**src/psp_map.svh**
```systemverilog
// Constants of the protection stage pick-up block
`ifndef PSP_MAP_SVH
`define PSP_MAP_SVH
`define PSP_MAG_W 16
`define PSP_RESET_PCT 97
`define PSP_PCT_FULL 100
`define PSP_DLY_W 24
`define PSP_FAULT_W 4
`define PSP_BLOCK_LEAD_MS 5
`define PSP_CLK_HZ 10000000
`define PSP_BLOCK_LEAD_CYC ((`PSP_BLOCK_LEAD_MS * `PSP_CLK_HZ) / 1000)
`endif

```
**src/psp_pkg.sv**
```systemverilog
// Types of the protection stage pick-up block
package psp_pkg;
   typedef enum logic [1:0] {
      PSP_IDLE = 2'b00,
      PSP_START = 2'b01,
      PSP_INHIB = 2'b10,
      PSP_TRIP = 2'b11
   } psp_state_t;
endpackage

```
**src/psp_stage.sv**
```systemverilog
// Pick-up, blocking and definite-time front end of one protection stage
// Function
// - Pick-up asserts when the measured value passes beyond the set level (over or under).
// - Pick-up releases only once the value returns past 97 % of the set level.
// - Blocking is sampled at the start of each program cycle and held for that cycle.
// - Blocking comes from a dedicated output of the blocking matrix.
// - Pick-up without blocking raises start and begins operate timing.
// - Pick-up with blocking raises the inhibited flag and does no timing or trip.
// - Blocking arriving after start clears start and runs release handling as on pick-up reset.
// - Each blocking of a picked-up stage emits a display event and a stamped event with values and fault type.
// - A zero delay trips together with start; otherwise trip follows after the delay.
`timescale 1ns/10ps
`default_nettype none
`include "psp_map.svh"
module psp_stage
   import psp_pkg::*;
#(
   parameter int MAG_W = `PSP_MAG_W,
   parameter int DLY_W = `PSP_DLY_W,
   parameter int FAULT_W = `PSP_FAULT_W
) (
   input wire logic core_clk,
   input wire logic arst_n,
   input wire logic cycleStart,
   input wire logic underMode,
   input wire logic [MAG_W-1:0] measMag,
   input wire logic [MAG_W-1:0] pickupSet,
   input wire logic [DLY_W-1:0] operDelay,
   input wire logic [FAULT_W-1:0] faultType,
   input wire logic [31:0] timeStamp,
   input wire logic matrixBlock,
   output logic pickupActive,
   output logic startInd,
   output logic stageInhibitedFlag,
   output logic tripInd,
   output logic releaseEvt,
   output logic dispEvt,
   output logic blockEvt,
   output logic [MAG_W-1:0] blockEvtMag,
   output logic [FAULT_W-1:0] blockEvtFault,
   output logic [31:0] blockEvtTime
);
   localparam int PW = MAG_W + 8;
   logic blockSync;
   logic blockCyc_ff;
   logic nxt_blockCyc;
   logic pickup_ff;
   logic nxt_pickup;
   psp_state_t state_ff;
   psp_state_t nxt_state;
   logic [DLY_W-1:0] tmr_ff;
   logic [DLY_W-1:0] nxt_tmr;
   logic release_ff;
   logic nxt_release;
   logic disp_ff;
   logic nxt_disp;
   logic evt_ff;
   logic nxt_evt;
   logic [MAG_W-1:0] evtMag_ff;
   logic [MAG_W-1:0] nxt_evtMag;
   logic [FAULT_W-1:0] evtFault_ff;
   logic [FAULT_W-1:0] nxt_evtFault;
   logic [31:0] evtTime_ff;
   logic [31:0] nxt_evtTime;
   logic [PW-1:0] measScaled;
   logic [PW-1:0] setScaled;
   logic [PW-1:0] resetScaled;
   logic overPick;
   logic overHold;
   logic pickNow;
   logic delayDone;

   // Scale by 100 so the 97 % threshold is exact
   function automatic logic [PW-1:0] pct(input logic [MAG_W-1:0] v, input logic [7:0] p);
      pct = PW'(v) * PW'(p);
   endfunction

   // True when a lies past b in the direction that the mode selects
   function automatic logic beyond(input logic under, input logic [PW-1:0] a,
      input logic [PW-1:0] b);
      beyond = under ? (a < b) : (a > b);
   endfunction

   // Instant trip when no operate delay is set, timed start otherwise
   function automatic psp_state_t armState(input logic [DLY_W-1:0] dly);
      armState = (dly == '0) ? PSP_TRIP : PSP_START;
   endfunction

   // Blocking from the matrix output, synchronised into this domain
   // Two clocks of latency, well inside the lead the far side must give
   psp_sync u_sync (
      .core_clk(core_clk),
      .arst_n(arst_n),
      .asyncIn(matrixBlock),
      .syncOut(blockSync)
   );

   always_comb begin
      measScaled = pct(measMag, 8'(`PSP_PCT_FULL));
      setScaled = pct(pickupSet, 8'(`PSP_PCT_FULL));
      resetScaled = pct(pickupSet, 8'(`PSP_RESET_PCT));
      // Over mode: pick at > set, hold while > 97 % of set; under mode: pick at < set, hold while < 97 % of set
      overPick = beyond(underMode, measScaled, setScaled);
      overHold = beyond(underMode, measScaled, resetScaled);
      pickNow = pickup_ff ? overHold : overPick;
      // Pick-up and block are latched only on the program-cycle strobe
      nxt_pickup = cycleStart ? pickNow : pickup_ff;
      nxt_blockCyc = cycleStart ? blockSync : blockCyc_ff;
   end

   always_ff @(posedge core_clk or negedge arst_n) begin
      if (!arst_n) begin
         blockCyc_ff <= 1'b0;
         pickup_ff <= 1'b0;
      end else begin
         blockCyc_ff <= nxt_blockCyc;
         pickup_ff <= nxt_pickup;
      end
   end

   // Decisions run once per program cycle on the latched pick-up and block
   // Count after this cycle reaches the set delay
   assign delayDone = ((tmr_ff + DLY_W'(1)) >= operDelay);

   always_comb begin
      nxt_state = state_ff;
      nxt_tmr = tmr_ff;
      nxt_release = 1'b0;
      nxt_disp = 1'b0;
      nxt_evt = 1'b0;
      nxt_evtMag = evtMag_ff;
      nxt_evtFault = evtFault_ff;
      nxt_evtTime = evtTime_ff;
      if (cycleStart) begin
         case (state_ff)
            PSP_IDLE: begin
               // Pick-up while blocked: inhibit and snapshot for the recorder
               if (pickNow && nxt_blockCyc) begin
                  nxt_state = PSP_INHIB;
                  nxt_disp = 1'b1;
                  nxt_evt = 1'b1;
                  nxt_evtMag = measMag;
                  nxt_evtFault = faultType;
                  nxt_evtTime = timeStamp;
               end else if (pickNow) begin
                  nxt_tmr = '0;
                  nxt_state = armState(operDelay);
               end
            end
            PSP_START, PSP_TRIP: begin
               if (!pickNow) begin
                  nxt_state = PSP_IDLE;
                  nxt_release = 1'b1;
               end else if (nxt_blockCyc) begin
                  // Late block ends start exactly as a pick-up reset would
                  nxt_state = PSP_INHIB;
                  nxt_release = 1'b1;
                  nxt_disp = 1'b1;
                  nxt_evt = 1'b1;
                  nxt_evtMag = measMag;
                  nxt_evtFault = faultType;
                  nxt_evtTime = timeStamp;
               end else if (state_ff == PSP_START) begin
                  // Only start counts; trip holds until pick-up reset or block
                  nxt_tmr = tmr_ff + DLY_W'(1);
                  if (delayDone) begin
                     nxt_state = PSP_TRIP;
                  end
               end
            end
            PSP_INHIB: begin
               // No timing while inhibited; clears with pick-up
               if (!pickNow) begin
                  nxt_state = PSP_IDLE;
               end else if (!nxt_blockCyc) begin
                  // Block dropped with pick-up still present: start afresh
                  nxt_tmr = '0;
                  nxt_state = armState(operDelay);
               end
            end
            default: begin
               nxt_state = PSP_IDLE;
            end
         endcase
      end
   end

   // Event pulses last one clock; their data stands until the next block
   always_ff @(posedge core_clk or negedge arst_n) begin
      if (!arst_n) begin
         state_ff <= PSP_IDLE;
         tmr_ff <= '0;
         release_ff <= 1'b0;
         disp_ff <= 1'b0;
         evt_ff <= 1'b0;
         evtMag_ff <= '0;
         evtFault_ff <= '0;
         evtTime_ff <= '0;
      end else begin
         state_ff <= nxt_state;
         tmr_ff <= nxt_tmr;
         release_ff <= nxt_release;
         disp_ff <= nxt_disp;
         evt_ff <= nxt_evt;
         evtMag_ff <= nxt_evtMag;
         evtFault_ff <= nxt_evtFault;
         evtTime_ff <= nxt_evtTime;
      end
   end

   assign pickupActive = pickup_ff;
   // Trip is a start that has run its delay, so start stays high with it
   assign startInd = (state_ff == PSP_START) || (state_ff == PSP_TRIP);
   assign stageInhibitedFlag = (state_ff == PSP_INHIB);
   assign tripInd = (state_ff == PSP_TRIP);
   assign releaseEvt = release_ff;
   assign dispEvt = disp_ff;
   assign blockEvt = evt_ff;
   assign blockEvtMag = evtMag_ff;
   assign blockEvtFault = evtFault_ff;
   assign blockEvtTime = evtTime_ff;
endmodule
`default_nettype wire

```
**src/psp_sync.sv**
```systemverilog
// Two-stage synchroniser for the blocking input
`timescale 1ns/10ps
`default_nettype none
module psp_sync (
   input wire logic core_clk,
   input wire logic arst_n,
   input wire logic asyncIn,
   output logic syncOut
);
   logic meta_ff;
   logic sync_ff;
   logic nxt_meta;
   logic nxt_sync;
   always_comb begin
      nxt_meta = asyncIn;
      nxt_sync = meta_ff;
   end
   always_ff @(posedge core_clk or negedge arst_n) begin
      if (!arst_n) begin
         meta_ff <= 1'b0;
         sync_ff <= 1'b0;
      end else begin
         meta_ff <= nxt_meta;
         sync_ff <= nxt_sync;
      end
   end
   assign syncOut = sync_ff;
endmodule
`default_nettype wire

```
**config.mk**
```make
export PLATFORM = sky130hd
export DESIGN_NAME = psp_stage
export DESIGN_NICKNAME = d
export VERILOG_FILES = /design/src/psp_pkg.sv /design/src/psp_stage.sv /design/src/psp_sync.sv
export VERILOG_INCLUDE_DIRS = /design/src
export SDC_FILE = /design/constraint.sdc
export NUM_CORES = 1
export LEC_CHECK = 0
export BUFFER_PORTS_ARGS = -buffer_cell sky130_fd_sc_hd__buf_2
export CAP_MARGIN = 25
export CORE_MARGIN = 3
export CORE_UTILIZATION = 53
export DETAILED_ROUTE_END_ITERATION = 8
export GPL_TIMING_DRIVEN = 0
export PLACE_DENSITY = 0.83
export SYNTH_ARGS = -nofsm -noshare
export SYNTH_HDL_FRONTEND = slang
export SYNTH_SLANG_ARGS = --single-unit
```
**constraint.sdc**
```tcl
create_clock -name core_clk -period 3.13 [get_ports core_clk]
set_clock_uncertainty 0.1 [all_clocks]
set_input_delay 0 -clock core_clk [delete_from_list [all_inputs] [get_ports core_clk]]
set_output_delay 0 -clock core_clk [all_outputs]
set_load 0.05 [all_outputs]
```
Word-level counts from Yosys, hierarchy flattened
Index checks and enable logic that the tools add are counted.

word-level totals
  register bits = 84
  input bits = 97
  output and inout bits = 59
  word-level logic and storage cells = 87

cells by class
  add/subtract/negate cells = 1
  multipliers = 3
  $lt $le $gt $ge = 5
  eq/ne operators = 16
  mux-type cells = 42
  reductions and logical operators = 9

operator list
  kind                     count
  $mux W24                 7
  $mux W32                 3
  $pmux W24 S3             1
  $pmux W32 S2             1
  $mux W16                 3
  $gt A23 B23 Y1           2
  $lt A23 B23 Y1           2
  $mul A16 B5 Y21 const B  2
  $pmux W16 S2             1
  $add A24 B1 Y24 const B  1
  $ge A24 B24 Y1           1
  $logic_not A24 Y1        1
  $mul A16 B7 Y23 const B  1
  $mux W2                  9
  $ne A2 B2 Y1 const B     8
  $mux W4                  3
  $mux W1                  11
  $reduce_and A5 Y1        2
  $ne A4 B4 Y1 const B     2
  $pmux W4 S2              1
  $reduce_and A8 Y1        1
  $ne A3 B3 Y1 const B     2
  $pmux W2 S3              1
  $eq A2 B2 Y1 const B     2
  8 further kinds          8

Depth between registers and ports, before layout
Gate-level depths: netlist of run 1.

  depth after elaboration = 8
  gate-level depth with buffers = 28
  depth with buffers taken out = 26

By module
Synthesis of run 1 repeated with hierarchy kept, for this count alone.

unflattened totals
  cell total of the unflattened synthesis = 1,015
  area total of the unflattened synthesis = 9,751.9 um2

by module, submodules not included
  module     instances  cells each  area an instance (um2)  sequential area each (um2)
  psp_stage  1          1,013       9,701.8                 2,026.9
  psp_sync   1          2           50.0                    50.0

Worst setup path before layout of run 1
OpenSTA, ideal clock, no wires.

  kind = input to register
  start point = in measMag[3]
  end point = reg evtMag_ff[10], in the netlist blockEvtMag[10]
  library setup time = 125 ps
  arrival time = 5,504 ps
  data required time = 2,905 ps
  setup slack = -2,599 ps
  stages = 28
  buffers on the path = 2
  cell sequence = ha_1 > ha_1 > inv_1 > fa_1 > inv_1 > ha_1 > o211a_1 > o31ai_2 > a21oi_1 > o31a_1 > o21a_1 > o21ai_0 > nand2_1 > a21o_1 > a21oi_1 > xnor2_1 > ha_1 > and4_1 > and2_1 > nand2_1 > nor4_1 > a22oi_1 > a311oi_1 > nor2_1 > or4_1 > buf_6 > buf_6 > mux2_4

on the way
  word-level cells in the longest chain between the ends = 7
  elaborated cells between the ends (all ways) = 12
  those cells by class = mul: 1; order compare: 4; eq/ne: 2; mux: 3; reduce/logical: 2

ends and longest elaborated chain
  what                                              line              text
  start, declared                                   psp_stage.sv:26   input wire logic [MAG_W-1:0] measMag,
  $mul A16 B5 Y21 (*)                               psp_stage.sv:75   pct = PW'(v) * PW'(p);
  $gt A23 B23 Y1 or $lt A23 B23 Y1 (tied branches)  psp_stage.sv:81   beyond = under ? (a < b) : (a > b);
  $mux W1                                           psp_stage.sv:81
  $mux W1 (*)                                       psp_stage.sv:105  pickNow = pickup_ff ? overHold : overPick;
  $logic_and A1 B1 Y1                               psp_stage.sv:138  if (pickNow && nxt_blockCyc) begin
  $ne A2 B2 Y1 (no line)                            n/a
  $reduce_and A5 Y1 (no line) (*)                   n/a
  end signal, assigned                              psp_stage.sv:205  evtMag_ff <= nxt_evtMag;
  end, declared                                     psp_stage.sv:59   logic [MAG_W-1:0] evtMag_ff;

Every way passes the cells marked *; elsewhere a longest branch is shown, timed or not.
A chain may end at the register's enable or synchronous reset.

Worst setup path in the final report of run 1
  start point = in measMag[3]
  end point = reg tmr_ff[3]

on the way
  word-level cells in the longest chain between the ends = 7
  elaborated cells between the ends (all ways) = 14
  those cells by class = mul: 1; order compare: 4; eq/ne: 4; mux: 3; reduce/logical: 2

ends and longest elaborated chain
  what                                              line              text
  $mul A16 B5 Y21 (*)                               psp_stage.sv:75
  $gt A23 B23 Y1 or $lt A23 B23 Y1 (tied branches)  psp_stage.sv:81
  $mux W1                                           psp_stage.sv:81
  $mux W1 (*)                                       psp_stage.sv:105
  $logic_and A1 B1 Y1                               psp_stage.sv:138
  $ne A2 B2 Y1 (no line)                            n/a
  $reduce_and A8 Y1 (no line) (*)                   n/a
  end signal, assigned                              psp_stage.sv:201  tmr_ff <= nxt_tmr;
  end, declared                                     psp_stage.sv:51   logic [DLY_W-1:0] tmr_ff;

Marks and branches as above.

==> flow_metrics.tcl, run 1 <==
set metrics [dict create \
    area_growth_pct 36.9 \
    ys_async_sr_fraction_pct 100 \
    power.leakage_nw 6.98 \
    synth_seq_cells 83 \
    route.detailed.drc 0 \
    crit_fanout 5 \
    io_pins 156 \
    antenna_found_initial 1 \
    p_per_area_nw_per_um2 814 \
    cts_sinks 83 \
    place_inst 1395 \
    reg2reg_to "state_ff[1]" \
    grt_pass1_wl_um 44600 \
    layout.cells.non_filler 1522 \
    hold_viol_final 0 \
    detail_route.wl_per_cell_um 21.2 \
    cts_buffers 9 \
    routed_wirelength_um 32300 \
    critPathLaunchType "primary input" \
    fp.dieW_um 142 \
    post-route-min-period_ns 5.59 \
    relSlewSlack_pct 59.3 \
    fin_crit_sh_pct 178 \
    vdd_drop_max_v 0.00104 \
    ctsRootBufferMaster "clkbuf_16" \
    cp-end-kind "flop" \
    grt_max_degree 63 \
    r2r-start "tmr_ff[0]" \
    rrSetupSlack_ns -1.15 \
    fin_ws_ns -2.46 \
    htreeDepth 3 \
    synth_ff_type "dfrtp_1" \
    grtUsageTotal_pct 27.2 \
    rsz0062_at_grt "yes" \
    grt_pass1_vias 8869 \
    violations "setup timing" \
    cts_tree "done" \
    gr-total-overflow 0 \
    layout_common_cells "167 x inv_1, 157 x ha_1, 145 x buf_2, 83 x dfrtp_1, 55 x dlygate4sd3_1" \
    ys.warnings.count 0 \
    n_fill_cell 1042 \
    slew_violations 0 \
    crit_type "primary input to flop" \
    cts_max_path_buffers 2 \
    status "finished with violations" \
    fmax_mhz 179 \
    clk_pin_slew_ns 0.07 \
    synth_top_area_cell "ha_1" \
    synth_area_sq_um 9750 \
    synth_cell_type_count 63 \
    cp.arrival_ns 5.70 \
    yosysSeqAreaShare_pct 21.3 \
    max_slew.worst_pin.slew_ns 0.606 \
    synth_nets 1345 \
    floorplan.initialDensity_pct 55.2 \
    worstSkewPairLatency_ns 0.34 \
    crit_path_max_incr_delay_ns 0.61 \
    numPortBuffers 154 \
    regArea_sq_um 2080 \
    initialDrtViolationCount 661 \
    final_core_util_pct 75.6 \
    synthCells 1015 \
    synthTopCellsByArea "ha_1 26%, dfrtp_1 21%, mux2_4 7.5%" \
    worstHoldPathType "primary input to asynchronous set/reset pin" \
    viasPerCell 5.95 \
    setup_viol 81 \
    pre_cts_slack_ns -3.13 \
    multiInputGateArea_sq_um 7820 \
    nNetsFinal 1621 \
    drive_gt1_share_pct 31.9 \
    final_antenna_net_count 0 \
    final_common_cell "inv_1" \
    cpMostUsedCell "ha_4" \
    crit_path_top_delay_cell "fa_2" \
    dp_hpwl_um 19000 \
    required_ns 3.25 \
    die_h_um 142 \
    firstDrtPassIters 6 \
    r2r_cells 12 \
    gp_congestion 0.902 \
    core-area_sq_um 17700 \
    rows 48 \
    synth_top_area_share_pct 25.8 \
    vias 9058 \
    die_area_sq_um 20100 \
    avgSynthCellArea_sq_um 9.61 \
    drv_cap 0 \
    synth_edf_count 0 \
]
-- sequential cells by signal (all words and copies together), names as in the netlist --
signal	cells
blockEvt	1
blockEvtFault	4
blockEvtMag	16
blockEvtTime	32
pickupActive	1
releaseEvt	1
state_ff	2
tmr_ff	24
u_sync.meta_ff	1
u_sync.syncOut	1
-- per-stage QoR --
step | instance area [sq um] | TNS (ns) | total power, mW | hold WS (ns)
after global placement | 11100 | -234.80 | 7.87 | 0.0415
after detailed placement | 11100 | -239.60 | 8.03 | -0.183
after floorplan | 10000 | -177.97 | 6.65 | -0.396
after CTS | 12600 | -182.16 | 9.77 | 0.0112
final | 13300 | -191.78 | 10.9 | 0.0374
after global routing | 13300 | -207.79 | 11.5 | 0.0505
-- cells in the mapped netlist, types with 3 or more instances --
master	count
nor4_1	10
o21a_1	16
nor2_1	27
mux2i_1	18
nand2b_1	11
o41ai_1	3
nor2b_1	11
inv_1	175
ha_1	201
dfrtp_1	83
o21ai_0	31
o31ai_1	5
clkbuf_1	6
fa_1	32
xor2_1	20
buf_6	6
o211ai_1	3
xnor2_1	44
a21oi_1	45
a41o_1	3
or2_2	5
a31oi_1	4
a21o_1	31
nor3_1	11
o21bai_1	7
nand2_1	55
and3_1	8
nand4_1	14
o211a_1	7
mux2_4	49
mux2_1	4
or3_1	5
nand3_1	22
a211oi_1	3
-- how the worst max path moves through the flow --
stage	startpoint	to	depth (start not counted)
after global routing	pickupSet[4]	blockEvtTime[28]	26
after global placement	pickupSet[1]	blockEvtTime[30]	28
after CTS	measMag[2]	blockEvtMag[7]	28
after detailed placement	measMag[2]	blockEvtFault[1]	28
final	measMag[3]	tmr_ff[3]	30
after floorplan	pickupSet[3]	blockEvtMag[10]	26
-- worst max-delay path: cells and delay by family --
family / cells / cell delay (ns)
buffers and inverters: 6 / 0.84
and+or+nand+nor: 7 / 1.08
muxes: 1 / 0.19
xor gates and xnor gates: 1 / 0.13
adders and majority gates: 5 / 1.60
AOI/OAI and AO/OA: 10 / 1.85
-- layout make-up --
class | count | share of cell area (%)
Clock buffer | 11 | 1.82
Tap cell | 225 | 2.11
Buffer | 14 | 1.27
Antenna cell | 1 | 0.0187
Sequential cell | 83 | 15.6
Clock inverter | 5 | 0.637
Timing Repair Buffer | 266 | 15.1
Inverter | 175 | 4.92
Multi-Input combinational cell | 742 | 58.6
-- timing repair --
item	CTS	global route
setup endpoints to repair	81	81
hold endpoints to repair	140	0
resized for setup	75	67
pin swaps	28	48
cloned	2	5
buffers inserted	25	25
hold buffers	55	0
-- routing by layer --
metal / vias to the layer above / GRT usage, % / routed length, um
li1: 4081 / - / -
met1: 4268 / 34.0 / 12300
met2: 537 / 48.0 / 15800
met3: 172 / 4.18 / 2410
met4: 0 / 9.04 / 1770
met5: - / 0 / 0
-- logic make-up (layout without fill, tap and decap cells) --
family	count (synthesis)	after routing	share of synthesized area (%)
DFF	83	83	21.3
and+or+nand+nor	189	189	9.78
muxes	71	71	9.85
other	0	1	0
AOI/OAI and AO/OA	183	183	12.9
buffers and inverters	190	471	7.84
adders and majority gates	235	235	32.6
xor gates and xnor gates	64	64	5.75
-- report_power, final --
part / internal, mW / switching (mW) / leakage [nW]
logic: 3.30 / 4.48 / 5.79
clock network: 0.726 / 0.463 / 0.156
registers: 1.51 / 0.385 / 1.04
Power figures use the tool's default switching activity.
==> run 2, diff against run 1 <==
--- a/config.mk
+++ b/config.mk
@@ -13,6 +13,7 @@
 export DETAILED_ROUTE_END_ITERATION = 8
 export GPL_TIMING_DRIVEN = 0
 export PLACE_DENSITY = 0.83
+export RECOVER_POWER = 50
 export SYNTH_ARGS = -nofsm -noshare
 export SYNTH_HDL_FRONTEND = slang
 export SYNTH_SLANG_ARGS = --single-unit
==> run 2 against run 1 <==
Net effect:
- the flow finishes with violations (capacitance limit, setup timing)
- design area decreased by 0.21%
- flip-flop and latch count unchanged
- total power about the same
- count of clock-buffer cells in the layout unchanged
- utilization decreased by 0.16 points
- sequential power about the same
- critical path depth unchanged
- final cell count unchanged
- maximum frequency increased by 0.18%
- worst setup slack improved by 0.010 ns
- non-clock buffer count unchanged
- sequential share of layout area about the same
- critical path type unchanged
==> flow_metrics.tcl, run 2 (synthesis gave the netlist of run 1 again) <==
set metrics [dict create \
    initialDrtViolationCount 671 \
    layout.cells.non_filler 1522 \
    power.leakage_nw 6.96 \
    fp.dieW_um 142 \
    cts_tree "done" \
    crit_start "measMag[3]" \
    path_buf_inv 6 \
    worstHoldPathType "primary input to flop" \
    numPortBuffers 154 \
    rsz0062_at_grt "yes" \
    cts_sinks 83 \
    r2r-start "tmr_ff[0]" \
    crit_path_max_incr_delay_ns 0.61 \
    required_ns 3.25 \
    grt_max_degree 63 \
    max_slew.worst_pin.slew_ns 1.50 \
    detailed_place.area_sq_um 11100 \
    routed_wirelength_um 32300 \
    clk_pin_slew_ns 0.07 \
    grt_pass1_vias 8869 \
    violations "capacitance limit, setup timing" \
    fin_crit_sh_pct 178 \
    die_h_um 142 \
    cts_buffers 9 \
    floorplan.initialDensity_pct 55.2 \
    crit_fanout 5 \
    core-area_sq_um 17700 \
    layout_common_cells "167 x inv_1, 157 x ha_1, 144 x buf_2, 83 x dfrtp_1, 55 x dlygate4sd3_1" \
    finalPower_mw 10.9 \
    critPathLaunchType "primary input" \
    area_growth_pct 36.6 \
    final_antenna_net_count 0 \
    crit_type "primary input to flop" \
    drv_cap 1 \
    antenna_found_initial 1 \
    htreeDepth 3 \
    cp.arrival_ns 5.70 \
    grt_pass1_wl_um 44600 \
    route.detailed.drc 0 \
    vdd_drop_max_v 0.00104 \
    fmax_mhz 179 \
    drive_gt1_share_pct 31.8 \
    crit_path_top_delay_cell "fa_2" \
    cpMostUsedCell "ha_4" \
    detail_route.wl_per_cell_um 21.2 \
    cp_top_family "compound AO/OA/AOI/OAI gates" \
    vias 9041 \
    die_area_sq_um 20100 \
    viasPerCell 5.94 \
    hold_viol_final 0 \
    final_common_cell "inv_1" \
    largest_register_ff_count 32 \
    io_pins 156 \
    dp_hpwl_um 19000 \
    worstSkewPairLatency_ns 0.34 \
    fin_ws_ns -2.45 \
    cts_max_path_buffers 2 \
    place_inst 1395 \
    rows 48 \
    setup_viol 81 \
    post-route-min-period_ns 5.58 \
    slew_violations 0 \
    relSlewSlack_pct 0.0856 \
    nNetsFinal 1621 \
    grtUsageTotal_pct 27.2 \
    fin_area_sq_um 13300 \
    p_per_area_nw_per_um2 815 \
    hold_path_startpoint "operDelay[11]" \
    gp_congestion 0.902 \
    firstDrtPassIters 5 \
    gr-total-overflow 0 \
    status "finished with violations" \
    ctsRootBufferMaster "clkbuf_16" \
    setup_tns_ns -191.08 \
    holdWs_ns 0.192 \
    cp-end-kind "flop" \
]
run 2: cell count changes in the layout (fill, tap and decap cells not counted), sizes merged:
cell | before | now
buf | 213 | 210
clkbuf | 23 | 26
run 2: final cells by class:
class / instances / area (sq um)
inverter: 175 / 657
fill: 1046 / 4340
sequential: 83 / 2080
tap: 225 / 282
clock inverter: 5 / 85.1
clock buffer: 11 / 243
timing repair buffer: 266 / 1980
multi-input combinational: 742 / 7820
antenna: 1 / 2.50
buffer: 14 / 170
run 2: through the flow:
step | worst slack, ns | util [%]
floorplan | -2.37 | -
global placement | -3.08 | 62.6
detailed placement | -3.13 | 62.8
CTS | -2.34 | 71.5
global route | -2.65 | 75.4
finish | -2.45 | 75.4
run 2: worst paths after layout:
| kind | end | slack [ns] | cells past startpoint |
|---|---|---|---|
| max | tmr_ff[3] | -2.45 | 30 |
| min in group asynchronous | blockEvtTime[11] | 0.40 | 2 |
| min reg2reg | u_sync.syncOut | 0.25 | 0 |
| max in group asynchronous | blockEvtFault[0] | 0.40 | 3 |
| max reg2reg | state_ff[1] | -1.11 | 12 |
| min | state_ff[1] | 0.19 | 6 |
run 2: per-layer routing:
layer / vias to the layer above / global-route usage, % / part of all wire (%)
met1: 4260 / 34.0 / 38
met3: 179 / 4.18 / 7.6
met2: 525 / 48.0 / 49
met4: 0 / 9.04 / 5.7
li1: 4077 / - / -
met5: - / 0 / 0
run 2: repair_timing:
action | CTS | global route
hold buffers | 55 | 0
endpoints found under the hold margin | 140 | 0
pin swaps | 28 | 48
setup endpoints to repair | 81 | 81
buffers inserted | 25 | 25
gates resized for setup | 75 | 67
gates cloned | 2 | 5
run 2: where the power goes:
group / switching (mW) / internal (mW) / total (mW)
combinational: 4.48 / 3.30 / 7.78
clock: 0.462 / 0.726 / 1.19
sequential: 0.383 / 1.51 / 1.90
run 2: tightest hold or removal path, stage by stage:
cell	delay [ns]
buf_2	0.09
nor4_1	0.04
nand2_1	0.07
nor2_1	0.07
o32ai_1	0.25
a311oi_1	0.08
